$ cat config.mk
export PLATFORM = sky130hd
export DESIGN_NAME = csc_top
export DESIGN_NICKNAME = d
export VERILOG_FILES = /design/src/logic/csc_pkg.sv /design/src/logic/csc_osc_start.sv /design/src/logic/csc_prescaler.sv /design/src/logic/csc_top.sv
export VERILOG_INCLUDE_DIRS = /design/src /design/src/logic
export SDC_FILE = /design/constraint.sdc
export NUM_CORES = 1
export LEC_CHECK = 0
export BUFFER_PORTS_ARGS = -buffer_cell sky130_fd_sc_hd__buf_2
export CAP_MARGIN = 30
export CORE_ASPECT_RATIO = 0.75
export CORE_MARGIN = 5
export CORE_UTILIZATION = 45
export DETAILED_ROUTE_END_ITERATION = 8
export PLACE_DENSITY = 0.65
export SETUP_SLACK_MARGIN = 0.5
export SLEW_MARGIN = 20
export SYNTH_ARGS = -nofsm -noshare
export SYNTH_HDL_FRONTEND = slang
export SYNTH_SLANG_ARGS = --single-unit
export TNS_END_PERCENT = 10
$ cat constraint.sdc
create_clock -name i_core_clk -period 3.11 [get_ports i_core_clk]
set_input_delay 0.4665 -clock i_core_clk [delete_from_list [all_inputs] [get_ports i_core_clk]]
set_output_delay 0.4665 -clock i_core_clk [all_outputs]
set_load 0.1 [all_outputs]
$ cat src/logic/csc_regs.svh
// Register map, field positions, reset values and timing counts of the clock source controller.
// Assumes a byte-addressed Avalon-MM slave in which each 8-bit register sits in a 32-bit word.
`ifndef CSC_REGS_SVH
`define CSC_REGS_SVH

// Register indices; byte address is four times the index
`define CSC_IDX_MAIN_SELECT    8'h00
`define CSC_IDX_MAIN_PRESCALE  8'h01
`define CSC_IDX_MAIN_LOCK      8'h02
`define CSC_IDX_MAIN_STATUS    8'h03
`define CSC_IDX_FAST_CONTROL   8'h10
`define CSC_IDX_FAST_TRIM      8'h11
`define CSC_IDX_FAST_TEMP_TRIM 8'h12
`define CSC_IDX_SLOW_CONTROL   8'h18
`define CSC_IDX_XTAL_CONTROL   8'h1c
`define CSC_IDX_PROTECT_KEY    8'h20

// Key that opens the timed-write window; value is arbitrary
`define CSC_IO_REGISTER_KEY    8'h5a
// Window length in core clocks after the key is written
`define CSC_UNLOCK_CYCLES      3'd4

// Field positions
`define CSC_SEL_CLKOUT_BIT     7
`define CSC_PRE_ENABLE_BIT     0
`define CSC_LOCK_ENABLE_BIT    0
`define CSC_STS_EXT_BIT        7
`define CSC_STS_XTAL_BIT       6
`define CSC_STS_SLOW_BIT       5
`define CSC_STS_FAST_BIT       4
`define CSC_STS_SWITCH_BIT     0
`define CSC_RUN_STANDBY_BIT    1
`define CSC_XTAL_ENABLE_BIT    0
`define CSC_XTAL_SEL_BIT       2
`define CSC_XTAL_SUT_LSB       4
`define CSC_TEMP_LOCK_BIT      7

// Reset values
`define CSC_RST_MAIN_SELECT    8'h00
`define CSC_RST_MAIN_PRESCALE  8'h11
`define CSC_RST_ZERO           8'h00

// Oscillator start-up counts, in oscillator cycles after analog start-up
`define CSC_RC_GATE_CYCLES     16'd4
`define CSC_EXT_START_CYCLES   16'd2
`define CSC_XTAL_SUT_0         16'd256
`define CSC_XTAL_SUT_1         16'd1024
`define CSC_XTAL_SUT_2         16'd4096
`define CSC_XTAL_SUT_3         16'd16384
// Terminal count of the 1 kHz divider: 32 slow oscillator cycles per tick
`define CSC_KHZ_DIV            5'd31

`endif

$ cat src/logic/csc_pkg.sv
// Types shared by the clock source controller modules.
// Assumes csc_regs.svh supplies the numeric constants.
`default_nettype none
package csc_pkg;
  typedef enum logic [1:0] {
    CSC_SRC_FAST,
    CSC_SRC_SLOW,
    CSC_SRC_XTAL,
    CSC_SRC_EXT
  } csc_source_t;

  typedef enum logic {
    CSC_SW_IDLE,
    CSC_SW_WAIT
  } csc_switch_t;

  // Prescale divisor code to division ratio; reserved codes fall back to 2
  function automatic logic [6:0] csc_prescale_divisor_ratio(input logic [3:0] code);
    case (code)
      4'h0:    csc_prescale_divisor_ratio = 7'd2;
      4'h1:    csc_prescale_divisor_ratio = 7'd4;
      4'h2:    csc_prescale_divisor_ratio = 7'd8;
      4'h3:    csc_prescale_divisor_ratio = 7'd16;
      4'h4:    csc_prescale_divisor_ratio = 7'd32;
      4'h5:    csc_prescale_divisor_ratio = 7'd64;
      4'h8:    csc_prescale_divisor_ratio = 7'd6;
      4'h9:    csc_prescale_divisor_ratio = 7'd10;
      4'ha:    csc_prescale_divisor_ratio = 7'd12;
      4'hb:    csc_prescale_divisor_ratio = 7'd24;
      4'hc:    csc_prescale_divisor_ratio = 7'd48;
      default: csc_prescale_divisor_ratio = 7'd2;
    endcase
  endfunction

  typedef struct packed {
    logic [15:0] cnt;
    logic        ready;
  } csc_start_state_t;

  typedef struct packed {
    logic [6:0] cnt;
    logic       tick;
  } csc_div_state_t;
endpackage
`default_nettype wire

$ cat src/logic/csc_osc_start.sv
// Start-up gate of one clock source: counts oscillator cycles after analog start-up.
// Assumes i_osc_tick is a one-cycle pulse per oscillator cycle, synchronous to i_core_clk.
`default_nettype none
module csc_osc_start
  import csc_pkg::*;
(
  input  wire logic        i_core_clk,
  input  wire logic        i_rst,
  input  wire logic        i_run,
  input  wire logic        i_analog_ready,
  input  wire logic        i_osc_tick,
  input  wire logic [15:0] i_need,
  output logic             o_ready
);
  csc_start_state_t st;
  csc_start_state_t next_st;

  // Gate opens once the required oscillator cycles have been seen
  always_comb begin
    next_st = st;
    if (!i_run) begin
      next_st.cnt   = 16'h0000;
      next_st.ready = 1'b0;
    end else if (!st.ready && i_analog_ready) begin
      if (st.cnt >= i_need) begin
        next_st.ready = 1'b1;
      end else if (i_osc_tick) begin
        next_st.cnt = st.cnt + 16'h0001;
      end
    end
  end

  always_ff @(posedge i_core_clk) begin
    if (i_rst) begin
      st <= '0;
    end else begin
      st <= next_st;
    end
  end

  assign o_ready = st.ready;
endmodule
`default_nettype wire

$ cat src/logic/csc_prescaler.sv
// Peripheral clock prescaler: one tick every ratio main clocks, or every clock when bypassed.
// Assumes i_core_clk stands for the selected main clock.
`default_nettype none
module csc_prescaler
  import csc_pkg::*;
(
  input  wire logic       i_core_clk,
  input  wire logic       i_rst,
  input  wire logic       i_enable,
  input  wire logic [6:0] i_ratio,
  output logic            o_tick
);
  csc_div_state_t st;
  csc_div_state_t next_st;

  // Ratio change takes effect at once; a count already past the new ratio wraps on the next clock
  always_comb begin
    next_st = st;
    if (!i_enable) begin
      next_st.cnt  = 7'd0;
      next_st.tick = 1'b1;
    end else if (st.cnt >= i_ratio - 7'd1) begin
      next_st.cnt  = 7'd0;
      next_st.tick = 1'b1;
    end else begin
      next_st.cnt  = st.cnt + 7'd1;
      next_st.tick = 1'b0;
    end
  end

  always_ff @(posedge i_core_clk) begin
    if (i_rst) begin
      st <= '0;
    end else begin
      st <= next_st;
    end
  end

  assign o_tick = st.tick;
endmodule
`default_nettype wire

$ cat src/logic/csc_top.sv
// Clock source controller: main source selection, prescaler, start-up gating, trim and
// timed-write protection, reached over an Avalon-MM slave with waitrequest.
// Assumes oscillators report analog start-up and one tick per cycle on synchronous inputs.
//
// The implementer's own choice: the Avalon-MM slave port.
`default_nettype none
`include "csc_regs.svh"

module csc_top
  import csc_pkg::*;
(
  input  wire logic        i_core_clk,
  input  wire logic        i_rst,
  input  wire logic [7:0]  i_avs_address,
  input  wire logic        i_avs_read,
  input  wire logic        i_avs_write,
  input  wire logic [31:0] i_avs_writedata,
  input  wire logic [3:0]  i_avs_byteenable,
  output logic [31:0]      o_avs_readdata,
  output logic             o_avs_waitrequest,
  input  wire logic        i_freq_select_fuse_field,
  input  wire logic [5:0]  i_fuse_center_trim,
  input  wire logic [3:0]  i_fuse_temp_slope_trim,
  input  wire logic        i_trim_lock_fuse,
  input  wire logic [3:0]  i_periph_req,
  input  wire logic        i_khz_consumer_req,
  input  wire logic [2:0]  i_osc_analog_ready,
  input  wire logic [3:0]  i_osc_tick,
  output logic [3:0]       o_osc_enable,
  output logic [3:0]       o_osc_gate_open,
  output logic [1:0]       o_main_source,
  output logic             o_per_clk_tick,
  output logic             o_fast_rc_osc_20mhz,
  output logic [5:0]       o_center_trim,
  output logic [3:0]       o_temp_slope_trim,
  output logic             o_khz_tick,
  output logic             o_xtal_pins_dedicated,
  output logic             o_xtal_ext_clock_mode,
  output logic             o_ext_clock_pin_input,
  output logic             o_clock_out_enable
);

  // Register state of the block, apart from the start-up gates and the prescaler
  typedef struct packed {
    logic        waitreq;
    logic [7:0]  rdata;
    logic [1:0]  sel;
    logic        clkout;
    logic [3:0]  prescale_divisor;
    logic        prescale_enable;
    logic        lock_en;
    logic        fast_rs;
    logic        slow_rs;
    logic [5:0]  center_trim;
    logic [3:0]  temp_trim;
    logic        xtal_en;
    logic        xtal_rs;
    logic        xtal_sel;
    logic [1:0]  xtal_sut;
    logic [2:0]  unlock;
    csc_switch_t sw;
    logic [1:0]  target;
    logic        ext_started;
    logic [3:0]  stable;
    logic [3:0]  osc_en;
    logic        f20;
    logic [4:0]  khz_cnt;
    logic        khz_tick;
    logic        per_tick;
  } csc_top_state_t;

  csc_top_state_t st;
  csc_top_state_t next_st;

  logic [3:0]  req;
  logic [3:0]  run;
  logic [3:0]  ready;
  logic [3:0]  analog;
  logic [15:0] need [4];
  logic [15:0] xtal_need;
  logic        per_tick;
  logic        bus_req;
  logic        accept;
  logic [7:0]  index;
  logic        word_ok;
  logic [7:0]  wbyte;
  logic        wr_ok;
  logic        unlocked;
  logic        cal_locked;
  logic        main_locked;
  logic [7:0]  rd_value;

  // Register index from a byte address; the low two bits are dropped, so reads decode at any offset and only writes need word alignment
  function automatic logic [7:0] reg_index(input logic [7:0] addr);
    reg_index = {2'b00, addr[7:2]};
  endfunction

  // Register read view; unmapped and reserved bits read zero
  function automatic logic [7:0] reg_read(input csc_top_state_t s, input logic [7:0] idx,
                                          input logic lock_fuse);
    case (idx)
      `CSC_IDX_MAIN_SELECT:    reg_read = {s.clkout, 5'b00000, s.sel};
      `CSC_IDX_MAIN_PRESCALE:  reg_read = {3'b000, s.prescale_divisor, s.prescale_enable};
      `CSC_IDX_MAIN_LOCK:      reg_read = {7'b0000000, s.lock_en};
      `CSC_IDX_MAIN_STATUS:    reg_read = {s.stable[3], s.stable[2], s.stable[1], s.stable[0],
                                           3'b000, s.sw == CSC_SW_WAIT};
      `CSC_IDX_FAST_CONTROL:   reg_read = {6'b000000, s.fast_rs, 1'b0};
      `CSC_IDX_FAST_TRIM:      reg_read = {2'b00, s.center_trim};
      `CSC_IDX_FAST_TEMP_TRIM: reg_read = {lock_fuse, 3'b000, s.temp_trim};
      `CSC_IDX_SLOW_CONTROL:   reg_read = {6'b000000, s.slow_rs, 1'b0};
      `CSC_IDX_XTAL_CONTROL:   reg_read = {2'b00, s.xtal_sut, 1'b0, s.xtal_sel, s.xtal_rs,
                                           s.xtal_en};
      `CSC_IDX_PROTECT_KEY:    reg_read = {7'b0000000, s.unlock != 3'd0};
      default:                 reg_read = 8'h00;
    endcase
  endfunction

  // Bus decode; a request is taken at the edge where waitrequest is low
  always_comb begin
    bus_req  = i_avs_read || i_avs_write;
    accept   = bus_req && !st.waitreq;
    index    = reg_index(i_avs_address);
    word_ok  = i_avs_address[1:0] == 2'b00;
    wbyte    = i_avs_writedata[7:0];
    wr_ok    = accept && i_avs_write && word_ok && i_avs_byteenable[0];
    unlocked = st.unlock != 3'd0;
    cal_locked  = i_trim_lock_fuse ||
                  (st.lock_en && st.sel == 2'(CSC_SRC_FAST));
    main_locked = st.lock_en;
    rd_value = reg_read(st, index, i_trim_lock_fuse);
  end

  // Source requests and run enables; peripherals need no software enable, except that the crystal also needs xtal_en
  always_comb begin
    for (int s = 0; s < 4; s++) begin
      req[s] = i_periph_req[s] || (st.sel == 2'(s)) ||
               (st.sw == CSC_SW_WAIT && st.target == 2'(s));
    end
    req[CSC_SRC_SLOW] = req[CSC_SRC_SLOW] || i_khz_consumer_req;
    run[CSC_SRC_FAST] = req[CSC_SRC_FAST] || st.fast_rs;
    run[CSC_SRC_SLOW] = req[CSC_SRC_SLOW] || st.slow_rs;
    run[CSC_SRC_XTAL] = (req[CSC_SRC_XTAL] || st.xtal_rs) && st.xtal_en;
    run[CSC_SRC_EXT]  = req[CSC_SRC_EXT];
  end

  // Start-up delay per source
  always_comb begin
    case (st.xtal_sut)
      2'd0:    xtal_need = `CSC_XTAL_SUT_0;
      2'd1:    xtal_need = `CSC_XTAL_SUT_1;
      2'd2:    xtal_need = `CSC_XTAL_SUT_2;
      default: xtal_need = `CSC_XTAL_SUT_3;
    endcase
    need[CSC_SRC_FAST] = `CSC_RC_GATE_CYCLES;
    need[CSC_SRC_SLOW] = `CSC_RC_GATE_CYCLES;
    need[CSC_SRC_XTAL] = st.xtal_sel ? `CSC_EXT_START_CYCLES : xtal_need;
    need[CSC_SRC_EXT]  = st.ext_started ? 16'd0 : `CSC_EXT_START_CYCLES;
    analog[CSC_SRC_FAST] = i_osc_analog_ready[0];
    analog[CSC_SRC_SLOW] = i_osc_analog_ready[1];
    // An external clock has no analog start-up of its own
    analog[CSC_SRC_XTAL] = st.xtal_sel || i_osc_analog_ready[2];
    analog[CSC_SRC_EXT]  = 1'b1;
  end

  // One start-up gate per source
  for (genvar g = 0; g < 4; g++) begin : g_start
    csc_osc_start u_start (
      .i_core_clk     (i_core_clk),
      .i_rst          (i_rst),
      .i_run          (run[g]),
      .i_analog_ready (analog[g]),
      .i_osc_tick     (i_osc_tick[g]),
      .i_need         (need[g]),
      .o_ready        (ready[g])
    );
  end

  // Peripheral clock divider
  csc_prescaler u_prescaler (
    .i_core_clk (i_core_clk),
    .i_rst      (i_rst),
    .i_enable   (st.prescale_enable),
    .i_ratio    (csc_prescale_divisor_ratio(st.prescale_divisor)),
    .o_tick     (per_tick)
  );

  // Next-state logic: bus slave, protected writes, switching and status
  always_comb begin
    next_st          = st;
    next_st.per_tick = per_tick;
    next_st.osc_en   = run;
    // Stable only while requested and after the full gate delay
    next_st.stable   = ready & req;

    // Waitrequest drops for one cycle after each new request
    next_st.waitreq = !(bus_req && st.waitreq);
    if (bus_req && st.waitreq) begin
      next_st.rdata = rd_value;
    end

    // Window closes by itself; limited to a few cycles so stray writes stay harmless
    if (unlocked) begin
      next_st.unlock = st.unlock - 3'd1;
    end

    if (wr_ok && index == `CSC_IDX_PROTECT_KEY) begin
      if (wbyte == `CSC_IO_REGISTER_KEY) begin
        next_st.unlock = `CSC_UNLOCK_CYCLES;
      end
    end else if (wr_ok && unlocked) begin
      // Any protected write uses up the window, even one that a lock then drops
      next_st.unlock = 3'd0;
      case (index)
        `CSC_IDX_MAIN_SELECT: begin
          if (!main_locked) begin
            next_st.clkout = wbyte[`CSC_SEL_CLKOUT_BIT];
            // No new switch while one is pending
            if (st.sw == CSC_SW_IDLE && wbyte[1:0] != st.sel) begin
              next_st.sw     = CSC_SW_WAIT;
              next_st.target = wbyte[1:0];
            end
          end
        end
        `CSC_IDX_MAIN_PRESCALE: begin
          if (!main_locked) begin
            next_st.prescale_divisor = wbyte[4:1];
            next_st.prescale_enable  = wbyte[`CSC_PRE_ENABLE_BIT];
          end
        end
        `CSC_IDX_MAIN_LOCK: begin
          // Once set, stays until reset
          if (!st.lock_en) begin
            next_st.lock_en = wbyte[`CSC_LOCK_ENABLE_BIT];
          end
        end
        `CSC_IDX_FAST_CONTROL: next_st.fast_rs = wbyte[`CSC_RUN_STANDBY_BIT];
        `CSC_IDX_FAST_TRIM: begin
          if (!cal_locked) begin
            next_st.center_trim = wbyte[5:0];
          end
        end
        `CSC_IDX_FAST_TEMP_TRIM: begin
          if (!cal_locked) begin
            next_st.temp_trim = wbyte[3:0];
          end
        end
        `CSC_IDX_SLOW_CONTROL: next_st.slow_rs = wbyte[`CSC_RUN_STANDBY_BIT];
        `CSC_IDX_XTAL_CONTROL: begin
          next_st.xtal_en  = wbyte[`CSC_XTAL_ENABLE_BIT];
          next_st.xtal_rs  = wbyte[`CSC_RUN_STANDBY_BIT];
          next_st.xtal_sel = wbyte[`CSC_XTAL_SEL_BIT];
          next_st.xtal_sut = wbyte[`CSC_XTAL_SUT_LSB +: 2];
        end
        default: ;
      endcase
    end

    // Switch completes once the new source has passed its start-up
    case (st.sw)
      CSC_SW_IDLE: ;
      CSC_SW_WAIT: begin
        if (ready[st.target]) begin
          next_st.sel = st.target;
          next_st.sw  = CSC_SW_IDLE;
        end
      end
      default: next_st.sw = CSC_SW_IDLE;
    endcase

    if (ready[CSC_SRC_EXT]) begin
      next_st.ext_started = 1'b1;
    end

    // 1 kHz tick from the low-power oscillator
    next_st.khz_tick = 1'b0;
    if (ready[CSC_SRC_SLOW] && i_osc_tick[CSC_SRC_SLOW]) begin
      if (st.khz_cnt == `CSC_KHZ_DIV) begin
        next_st.khz_cnt  = 5'd0;
        next_st.khz_tick = 1'b1;
      end else begin
        next_st.khz_cnt = st.khz_cnt + 5'd1;
      end
    end
  end

  // State register; synchronous reset may sample fuses
  always_ff @(posedge i_core_clk) begin
    if (i_rst) begin
      // Fuses are taken again on every reset, so a mid-run reset restores the trims
      st             <= '0;
      st.waitreq     <= 1'b1;
      st.sel         <= 2'(`CSC_RST_MAIN_SELECT);
      {st.prescale_divisor, st.prescale_enable} <= 5'(`CSC_RST_MAIN_PRESCALE);
      st.center_trim <= i_fuse_center_trim;
      st.temp_trim   <= i_fuse_temp_slope_trim;
      st.f20         <= i_freq_select_fuse_field;
      st.sw          <= CSC_SW_IDLE;
    end else begin
      st <= next_st;
    end
  end

  // Outputs straight from state flip-flops
  assign o_avs_readdata        = {24'h000000, st.rdata};
  assign o_avs_waitrequest     = st.waitreq;
  assign o_osc_enable          = st.osc_en;
  assign o_osc_gate_open       = st.stable;
  assign o_main_source         = st.sel;
  assign o_per_clk_tick        = st.per_tick;
  assign o_fast_rc_osc_20mhz   = st.f20;
  assign o_center_trim         = st.center_trim;
  assign o_temp_slope_trim     = st.temp_trim;
  assign o_khz_tick            = st.khz_tick;
  assign o_xtal_pins_dedicated = st.xtal_en;
  assign o_xtal_ext_clock_mode = st.xtal_sel;
  assign o_ext_clock_pin_input = st.osc_en[CSC_SRC_EXT];
  assign o_clock_out_enable    = st.clkout;
endmodule
`default_nettype wire

Word level (Yosys, flattened, before mapping)
Memory sizes are Yosys's and may differ from the RTL's. A register that Yosys moved wholly into a read port is not among the register bits. Cells that the tools add are included.

Memories: 1. Logic and storage cells: 192. Output and inout port bits: 60. Register bits: 134. Bits in read-only memories: 96.

Bitwise operators: 15. $lt $le $gt $ge: 6. Multiplexer cells: 34. Equal/unequal tests: 22. Reductions and logical operators: 71. $add $sub $neg: 8.

Memories: (name not given) (words 16, bits a word 6, read ports 1, clocked after Yosys merged registers in 1, wr ports 0, RTL line csc_pkg.sv:19) `case (code)`.

Operators with widths (count): $pmux 8 s10 (1); $add 16x1->16 const B (4); $pmux 15 s3 (1); $mux 38 (1); $ge 16x3->1 const B (2); $eq 6x5->1 const B (5); $reduce_and 3->1 (8); $mux 21 (1); $mux 3 (7); $logic_and 1x1->1 (18); $mux 6 (3); $ge 16x16->1 (1); $ge 16x2->1 (1); $mux 16 (1); $mux 4 (4); $reduce_and 4->1 (4); $logic_or 1x1->1 (15); $mux 15 (1); $not 1->1 (14); $eq 6x2->1 const B (2); $eq 2x2->1 const B (5); $mux 1 (10); $mux 5 (2); $reduce_or 2->1 (5); 25 further kinds (40).

Depth between registers and ports, before layout
Gate-level depths: netlist of run 1.

Depth in word-level cells: 11. Gate-level depth with buffers: 10. Depth with buffers taken out: 10.

Cells and area by module
Synthesis of run 1 repeated with hierarchy kept, for this count alone.

Cell total of the unflattened synthesis: 1079. Area, all modules: 9142.5 um^2.

Modules (own cells, without submodules): csc_osc_start (area an instance 1216.2 um^2, cells each 150, times used 4); csc_top (area an instance 3744.8 um^2, cells each 416, times used 1); csc_prescaler (area an instance 533.0 um^2, cells each 63, times used 1).

Least setup slack after synthesis of run 1
OpenSTA, ideal clock, no wires.

Path kind: register to register. From: register st, in the netlist o_xtal_ext_clock_mode. To: register g_start[2].u_start.st[9] (netlist bit). Arrival time: 2.902 ns. Setup time: 0.077 ns. Stages on the path, launching flop included: 10. Data required time: 3.033 ns. Slack: 0.131 ns. Cells stage by stage: dfxtp_1 -> nand3b_1 -> ha_1 -> o21a_1 -> nor3_2 -> and4bb_2 -> buf_4 -> nand2_1 -> or4_1 -> a21oi_1.

Longest elaborated chain between the ends: 4. Elaborated cells on any way between the ends: 6. Classes of those cells: order compare: 1; mux: 1; bitwise: 1; reduce/logical: 3.

Ends and longest elaborated chain: from (decl) (RTL line csc_top.sv:72) `csc_top_state_t st;`; from (signal assigned) (RTL line csc_top.sv:299) `st <= next_st;`; $mux 16 (RTL line csc_top.sv:156) `` need[CSC_SRC_XTAL] = st.xtal_sel ? `CSC_EXT_START_CYCLES : xtal_need; ``; $ge 16x16->1 (RTL line csc_osc_start.sv:25) `if (st.cnt >= i_need) begin`; $not 1->1 (no line); $reduce_and 3->1 (no line) *; to (signal assigned) (RTL line csc_osc_start.sv:37) `st <= next_st;`; to (decl) (RTL line csc_osc_start.sv:15) `csc_start_state_t st;`.

Every way passes the cells marked *; elsewhere a longest branch is shown, timed or not. A chain may end at the register's enable or synchronous reset.

Worst setup path in the final report of run 1
Ends and elaborated chain as after synthesis.

==> results_dict.tcl, run 1 <==
set metrics [dict create \
    area_delta_synth_final_pct 13.58 \
    grt_max_degree 36 \
    netlist.area_leader.share 0.3919 \
    drc 0 \
    cts.sinks 140 \
    cp_num_buf_inv 0 \
    cts_buffers 17 \
    period_share 0.7858 \
    tritoncts "yes" \
    p_total_w 0.004663 \
    ys_types 69 \
    grt_usage 0.1768 \
    syn_inst 708 \
    timing.final.setup_violations 0 \
    fillers 1343 \
    fin_hold_ws_ns 0.2243 \
    rsz0062_at_grt "no" \
    antenna_cells 0 \
    die_w_um 149.7 \
    vias_per_cell 5.136 \
    min_period_ns 2.444 \
    layout.nets 856 \
    gr-total-overflow 0 \
    yosysMostFrequentCell "dfxtp_1" \
    yosys.area.top_type "dfxtp_1" \
    wirelength_um 15070 \
    synth_edf_count 11 \
    internal_power_w 0.003421 \
    slowest_delay_ns 0.53 \
    io_buffers 80 \
    fmaxAchievable_mhz 409.2 \
    cp_top_family "simple AND/OR/NAND/NOR gates" \
    tns_ns 0 \
    leakagePower_nw 3.069 \
    fin_skew_ns 0.007145 \
    pwr-share-comb 0.131 \
    hold_class "in -> reg" \
    place.gp.congestion 0.8898 \
    synth.yosys.seq_area_share 0.4420 \
    die_area_um2 17190 \
    wl_per_cell_um 15.49 \
    clock_latency_ns 0.42 \
    syn_avg_cell_area_um2 9.308 \
    critPathLaunchType "flop" \
    cts_buffer_depth 2 \
    drive_above_1_share 0.1876 \
    ys_ff_latch 140 \
    p_per_area_nw_per_um2 623.0 \
    crit_path_end_kind "flop" \
    synthArstFlopShare 0 \
    cts.clk_slew.worst_paths_ns 0.06 \
    synth_area_um2 6590 \
    cpMaxStageDelayCell "or4_1" \
    pwr-share-clk 0.463 \
    finish.utilization 0.5195 \
    io_pins 132 \
    dp.final_hpwl_um 11060 \
    cts_max_level 4 \
    p_switching_w 0.001242 \
    hold_violations 0 \
    cts.repair.resized 0 \
    switching_share 0.2664 \
    worstPathCellList "or3b_2, ha_1, nand3b_1, a31oi_1, o2111ai_2, nand2_2, or4_1, a21oi_1" \
    root_buffer "clkbuf_16" \
    fp.coreArea_um2 14410 \
    die_y_um 114.8 \
    first_pass_iters 5 \
    grt_pass1_vias 4702 \
    synthFlopType "dfxtp_1" \
    cp.required_ns 3.45 \
    antenna_left 0 \
    drv_slew 0 \
    grt_pass1_wl_um 23750 \
    synth_area_leaders "dfxtp_1, buf_4, edfxtp_1, nor2_1, ha_1" \
    peakVddDrop_uv 398.0 \
    start_util 0.4574 \
    vias 4997 \
    cts_setup_buffers 0 \
    worst-setup-path-type "reg -> reg" \
    drtIter0Drc 317 \
    rows 38 \
    relSlewSlack 0.3913 \
    synth_common_cells "dfxtp_1, nor2_1, buf_4, and2_1, nand2_1" \
    cp_max_fo 9 \
    cp_data_arrival_time_ns 2.79 \
    grt_antenna_before_repair 3 \
    synth_warnings 0 \
    worst_slew_pin_slew_ns 0.9061 \
    maxCapViolCount 0 \
    seq_power_share 0.406 \
    status "finished clean" \
    cts-hold-fix-buffers 0 \
]
==> metal layers <==
| layer | vias up | global-route usage | share of wire |
|---|---|---|---|
| met2 | 175 | 0.2590 | 0.43 |
| met5 | - | 0 | 0.0024 |
| li1 | 2486 | - | - |
| met3 | 29 | 0.06580 | 0.080 |
| met1 | 2301 | 0.2419 | 0.47 |
| met4 | 6 | 0.05972 | 0.018 |
==> sequential cells by signal, indices dropped and copies added, names as in the netlist, 2 cells and up <==
| register | flops |
|---|---|
| g_start.u_start.o_ready | 4 |
| o_main_source | 2 |
| o_avs_readdata | 8 |
| u_prescaler.i_ratio | 6 |
| o_osc_enable | 4 |
| st | 22 |
| o_center_trim | 6 |
| o_osc_gate_open | 4 |
| u_prescaler.st | 7 |
| o_temp_slope_trim | 4 |
| g_start.u_start.st | 64 |
==> cell families after synthesis <==
| group | count (synthesis) | share of synthesized area |
|---|---|---|
| other cells | 1 | 0.0005690 |
| simple gates | 291 | 0.2438 |
| xor+xnor | 25 | 0.03323 |
| fa+ha+maj | 24 | 0.04557 |
| flops | 140 | 0.4420 |
| buf+inv | 104 | 0.09854 |
| mux | 22 | 0.03588 |
| compound gates | 101 | 0.1004 |
==> area by class of cell <==
type | count | area, um^2 | share of cell area
Clock buffer | 21 | 471.7 | 0.06302
Clock inverter | 11 | 163.9 | 0.02190
Inverter | 26 | 97.59 | 0.01304
Multi-Input combinational cell | 487 | 3123 | 0.4173
Sequential cell | 140 | 2918 | 0.3898
Tap cell | 200 | 250.2 | 0.03343
Timing Repair Buffer | 88 | 460.4 | 0.06152
==> through the flow <==
| stage | area, um^2 | setup slack, ns | instances |
|---|---|---|---|
| final | 7485 | 0.6661 | 973 |
| after global routing | 7485 | 0.5232 | 973 |
| after CTS | 7467 | 0.5372 | 972 |
| after detailed placement | 6832 | 0.5747 | 940 |
| after global placement | 6832 | 0.5631 | 940 |
| after floorplan | 6680 | 0.6047 | 731 |
==> layout by cell type (no fill, tap or decap), drive strengths merged, types with 11 or more instances in the layout <==
master  synthesis  layout
o21ai          14      14
ha             24      24
and2           44      44
dfxtp         129     129
buf            60      87
nor3           15      15
conb            1      24
a21oi          35      35
mux2i          18      18
xor2           15      15
edfxtp         11      11
clkbuf         18      22
nand3          23      23
nor2           89      89
nand2          37      37
inv            26      26
nor4           13      13
==> path summary, 6_finish.rpt <==
path                             from                  endpoint  slack, ns  cells after the start
max             o_xtal_ext_clock_mode  g_start[2].u_start.st[9]       0.67                      8
min          i_freq_select_fuse_field       o_fast_rc_osc_20mhz       0.22                      1
max reg2reg     o_xtal_ext_clock_mode  g_start[2].u_start.st[9]       0.67                      8
min reg2reg  g_start[3].u_start.st[7]  g_start[3].u_start.st[7]       0.45                      1
==> power by group through the flow <==
stage / Clock [W] / Sequential (W) / Combinational (W)
6_report: 0.00216 / 0.00189 / 0.000610
5_1_grt: 0.00228 / 0.00190 / 0.000648
4_1_cts: 0.00219 / 0.00189 / 0.000607
3_5_place_dp: 0 / 0.00193 / 0.000603
3_3_place_gp: 0 / 0.00193 / 0.000587
2_1_floorplan: 0 / 0.00194 / 0.000531
Power figures use the tool's default switching activity.
==> run 2, diff against run 1 <==
ABC_AREA = 1   (was unset)
clock period = 2.45 ns   (was 3.11 ns; I/O delays follow)
==> results_dict.tcl, run 2 <==
set metrics [dict create \
    largest_reg_flops 64 \
    wl_per_cell_um 13.62 \
    grt_usage 0.1822 \
    grt_max_degree 33 \
    status "finished clean" \
    r2r_cells 13 \
    io_pins 132 \
    worst-setup-path-type "reg -> reg" \
    syn_inst 888 \
    cp_max_fo 8 \
    finalNonFillerCells 1173 \
    cts_buffer_depth 2 \
    cts-hold-fix-buffers 0 \
    synth_area_um2 6855 \
    worst_slew_pin_slew_ns 0.7086 \
    drv_slew 0 \
    cpMaxStageDelayCell "dfxtp_4" \
    grt_antenna_before_repair 0 \
    crit_path_end_kind "flop" \
    vias_per_cell 4.865 \
    crit_cells 13 \
    ys_ff_latch 140 \
    regMostFlops "g_start.u_start.st" \
    clock_latency_ns 0.42 \
    hold_violations 0 \
    cts.sinks 140 \
    die_w_um 152.5 \
    cp_data_arrival_time_ns 2.22 \
    start_util 0.4547 \
    yosys.area.top_type "dfxtp_1" \
    dp.cells 1140 \
    cp_num_buf_inv 3 \
    p_total_w 0.005595 \
    dp.final_hpwl_um 11890 \
    cp.required_ns 2.79 \
    fillers 1473 \
    slowest_delay_ns 0.37 \
    place.gp.congestion 0.9247 \
    io_buffers 80 \
    synthArstFlopShare 0 \
    rows 39 \
    fin_hold_ws_ns 0.1258 \
    drtIter0Drc 453 \
    timing.final.setup_violations 0 \
    synth_warnings 0 \
    cts_max_level 4 \
    rsz0062_at_grt "yes" \
    yosysMostFrequentCell "nand2_1" \
    first_pass_iters 6 \
    drc 0 \
    antenna_cells 0 \
    area_delta_synth_final_pct 15.00 \
    syn_avg_cell_area_um2 7.720 \
    layout.nets 1052 \
    wirelength_um 15980 \
    gr-total-overflow 0 \
    crit_top_cell "nand2_1" \
    fmaxAchievable_mhz 532.5 \
    cp_top_family "simple AND/OR/NAND/NOR gates" \
    peakVddDrop_uv 510.9 \
    vias 5707 \
    critPathLaunchType "flop" \
    fp.coreArea_um2 15080 \
    synthFlopType "dfxtp_1" \
    root_buffer "clkbuf_16" \
    netlist.area_leader.share 0.3767 \
    tns_ns 0 \
    synth_area_leaders "dfxtp_1, nand2_1, inv_1, nor2_1, buf_4" \
    worstPathCellList "inv_4, nand3_2, ha_4, nand2_1, nor2_1, nand2_1, and3_1, nand2_2, inv_2, nand2_2, buf_6, nand2_1, a21oi_2" \
    ys_types 48 \
    die_y_um 116.9 \
    period_share 0.7665 \
    relSlewSlack 0.5275 \
    leakagePower_nw 3.366 \
    cts.clk_slew.worst_paths_ns 0.06 \
    p_per_area_nw_per_um2 709.6 \
    fin_skew_ns 0.008900 \
    synth_common_cells "nand2_1, dfxtp_1, inv_1, nor2_1, nand3_1" \
    final_cell_mix "nand2_1, dfxtp_1, inv_1" \
    final_common_cell "nand2_1" \
    die_area_um2 17830 \
    tritoncts "yes" \
    grt_pass1_vias 5320 \
    cts_buffers 17 \
    synth.yosys.seq_area_share 0.4249 \
    drive_above_1_share 0.1890 \
    synth_edf_count 11 \
    antenna_left 0 \
    hold_class "in -> reg" \
    maxCapViolCount 0 \
    grt_pass1_wl_um 26200 \
    min_period_ns 1.878 \
    hold_depth 1 \
]
run 2: cell count changes after synthesis, sizes merged, moves of 9 or more:
cell,previous run,this run
nand2,37,156
inv,26,127
and2,44,1
nand3,23,64
nor2,89,129
o21ai,14,35
a21oi,35,53
mux2i,18,0
nor4,13,1
nand2b,10,0
clkbuf,18,9
run 2: metal layers:
layer	up-vias	track usage	routed length, um
met5	-	0	0
met4	0	0.04392	170
met3	17	0.05917	1181
met2	196	0.2722	6622
met1	2588	0.2582	8007
li1	2906	-	-
run 2: power breakdown:
| group | switching, W | internal (W) |
|---|---|---|
| clock network | 0.000975 | 0.00147 |
| registers | 0.0000426 | 0.00237 |
| logic | 0.000567 | 0.000170 |
| total | 0.00158 | 0.00401 |
run 2: metrics by stage:
step / worst slack (ns) / area (um^2) / util
floorplan: 0.5441 / 6947 / -
global placement: 0.4894 / 7221 / 0.4789
detailed placement: 0.4757 / 7221 / 0.4789
CTS: 0.4979 / 7789 / 0.5166
global route: 0.4293 / 7884 / 0.5229
finish: 0.5720 / 7884 / 0.5229
run 2: layout make-up:
type	count	area, um^2	area share
well taps	205	256.5	0.03253
flip-flops and latches	140	2918	0.3701
multi-input cells	574	3137	0.3979
clock buffers	21	471.7	0.05983
clock inverters	10	88.84	0.01127
repair buffers	94	525.5	0.06666
inverters	129	486.7	0.06174
run 2: cells by family after synthesis:
family,Yosys count,synth area share
compound gates,109,0.08980
flops,140,0.4249
xor+xnor,27,0.03450
buf+inv,197,0.1396
simple gates,390,0.2668
fa+ha+maj,24,0.04380
other cells,1,0.0005470
run 2: final timing paths:
| kind | to | from | slack [ns] |
|---|---|---|---|
| max | g_start[2].u_start.st[14] | o_xtal_ext_clock_mode | 0.57 |
| min reg2reg | o_per_clk_tick | u_prescaler.o_tick | 0.40 |
| min | o_fast_rc_osc_20mhz | i_freq_select_fuse_field | 0.13 |
| max reg2reg | g_start[2].u_start.st[14] | o_xtal_ext_clock_mode | 0.57 |
run 2: worst register-to-register path: cells and delay by family, from the launching register on:
family | cells | cell delay (ns)
AOI/OAI and AO/OA | 1 | 0.13
and+or+nand+nor | 8 | 0.72
DFF | 1 | 0.37
buffers and inverters | 3 | 0.29
adders and majority gates | 1 | 0.30
run 2: timing repair:
item / CTS / global route
gates cloned: 0 / 1
resized for setup: 2 / 22
setup endpoints to repair: 7 / 28
pin swaps: 0 / 2
setup buffers: 0 / 1
==> run 3, diff against run 2 <==
clock period = 1.8 ns   (was 2.45 ns; I/O delays follow)
==> results_dict.tcl, run 3 (synthesized netlist as in run 2, its figures left out) <==
set metrics [dict create \
    area_delta_synth_final_pct 35.15 \
    fin_skew_ns 0.007935 \
    p_per_area_nw_per_um2 872.1 \
    drc 0 \
    grt_usage 0.1837 \
    violations "negative setup slack" \
    place.gp.congestion 0.8884 \
    cts_max_level 4 \
    rows 39 \
    wl_per_cell_um 14.34 \
    grt_antenna_before_repair 2 \
    grt_pass1_wl_um 26120 \
    cts.sinks 140 \
    finish.utilization 0.6145 \
    die_w_um 152.5 \
    drive_above_1_share 0.3410 \
    die_y_um 116.9 \
    min_period_ns 1.846 \
    fmaxAchievable_mhz 541.7 \
    hold_depth 3 \
    tritoncts "yes" \
    drv_slew 0 \
    regMostFlops "g_start.u_start.st" \
    peakVddDrop_uv 609.2 \
    cp_max_fo 2 \
    hold_violations 0 \
    io_pins 132 \
    antenna_left 0 \
    vias 5862 \
    worst_slew_pin_slew_ns 0.6477 \
    r2r_cells 11 \
    maxCapViolCount 0 \
    finalNonFillerCells 1209 \
    cts_buffer_depth 2 \
    critPathLaunchType "flop" \
    start_util 0.4547 \
    crit_path_end_kind "flop" \
    final_common_cell "nand2_1" \
    die_area_um2 17830 \
    grt_max_degree 33 \
    worst-setup-path-type "reg -> reg" \
    grt_pass1_vias 5212 \
    first_pass_iters 5 \
    largest_reg_flops 64 \
    cp.required_ns 2.12 \
    fp.coreArea_um2 15080 \
    wirelength_um 17330 \
    drtIter0Drc 411 \
    gr-total-overflow 0 \
    hold_class "in -> reg" \
    dp.cells 1161 \
    clock_latency_ns 0.43 \
    vias_per_cell 4.849 \
    cp_data_arrival_time_ns 2.17 \
    status "finished with violations" \
    leakagePower_nw 3.757 \
    setup_ws_ns -0.04597 \
    dp.final_hpwl_um 12040 \
    rsz0062_at_grt "yes" \
    root_buffer "clkbuf_16" \
    layout.nets 1086 \
    period_share 1.026 \
    final_cell_mix "nand2_1, inv_1, dfxtp_1" \
    tns_ns -0.1780 \
    fin_hold_ws_ns 0.1038 \
    cts_buffers 17 \
    timing.final.setup_violations 8 \
    p_total_w 0.008080 \
    relSlewSlack 0.5682 \
    cts.clk_slew.worst_paths_ns 0.06 \
    io_buffers 80 \
]
run 3: worst paths after layout:
path / start / slack (ns) / endpoint
worst min-delay path: i_osc_analog_ready[1] / 0.10 / g_start[1].u_start.o_ready
worst max register to register: u_prescaler.i_ratio[3] / -0.05 / u_prescaler.o_tick
worst min register to register: u_prescaler.o_tick / 0.40 / o_per_clk_tick
worst max-delay path: u_prescaler.i_ratio[3] / -0.05 / u_prescaler.o_tick
run 3: stage by stage:
| step | worst slack, ns | instance area [um^2] |
|---|---|---|
| floorplan | -0.005846 | 7007 |
| global placement | -0.01148 | 7448 |
| detailed placement | -0.06320 | 7448 |
| CTS | 0.02600 | 8215 |
| global route | -0.1881 | 9265 |
| finish | -0.04597 | 9265 |
run 3: critical path: stages (launching register included):
cell	delay, ns
dfxtp_2	0.33
nor2_2	0.12
nand2_2	0.07
nor3_2	0.19
xnor2_1	0.10
ha_1	0.33
a21oi_2	0.13
o21a_1	0.15
buf_4	0.11
nand3_1	0.09
nand2_1	0.08
inv_1	0.05
run 3: metal layers:
metal  wire (um)  part of all wire  GRT usage
met4         184             0.011    0.04688
met3         977             0.056    0.05696
met5           7           0.00040          0
met2        7710              0.44     0.2645
met1        8454              0.49     0.2689
run 3: what timing repair did:
item | in CTS | in global routing
hold buffers | 1 | 0
gates cloned | 1 | 1
setup buffers | 2 | 10
pin swaps | 9 | 69
endpoints found under the hold margin | 1 | 0
resized for setup | 38 | 311
endpoints found under the setup margin | 166 | 170
run 3: report_power, final:
group / leakage [nW] / internal [W] / switching, W
combinational: 2.31 / 0.000450 / 0.000888
clock: 0.283 / 0.00196 / 0.00149
sequential: 1.17 / 0.00321 / 0.0000731
total: 3.76 / 0.00563 / 0.00245
run 3: layout make-up:
class | instances | area, um^2
timing repair buffer | 127 | 1286
clock buffer | 18 | 429.2
tap | 205 | 256.5
multi-input combinational | 575 | 3657
sequential | 140 | 2962
antenna | 1 | 2.502
fill | 1287 | 5813
inverter | 129 | 524.3
clock inverter | 14 | 147.6
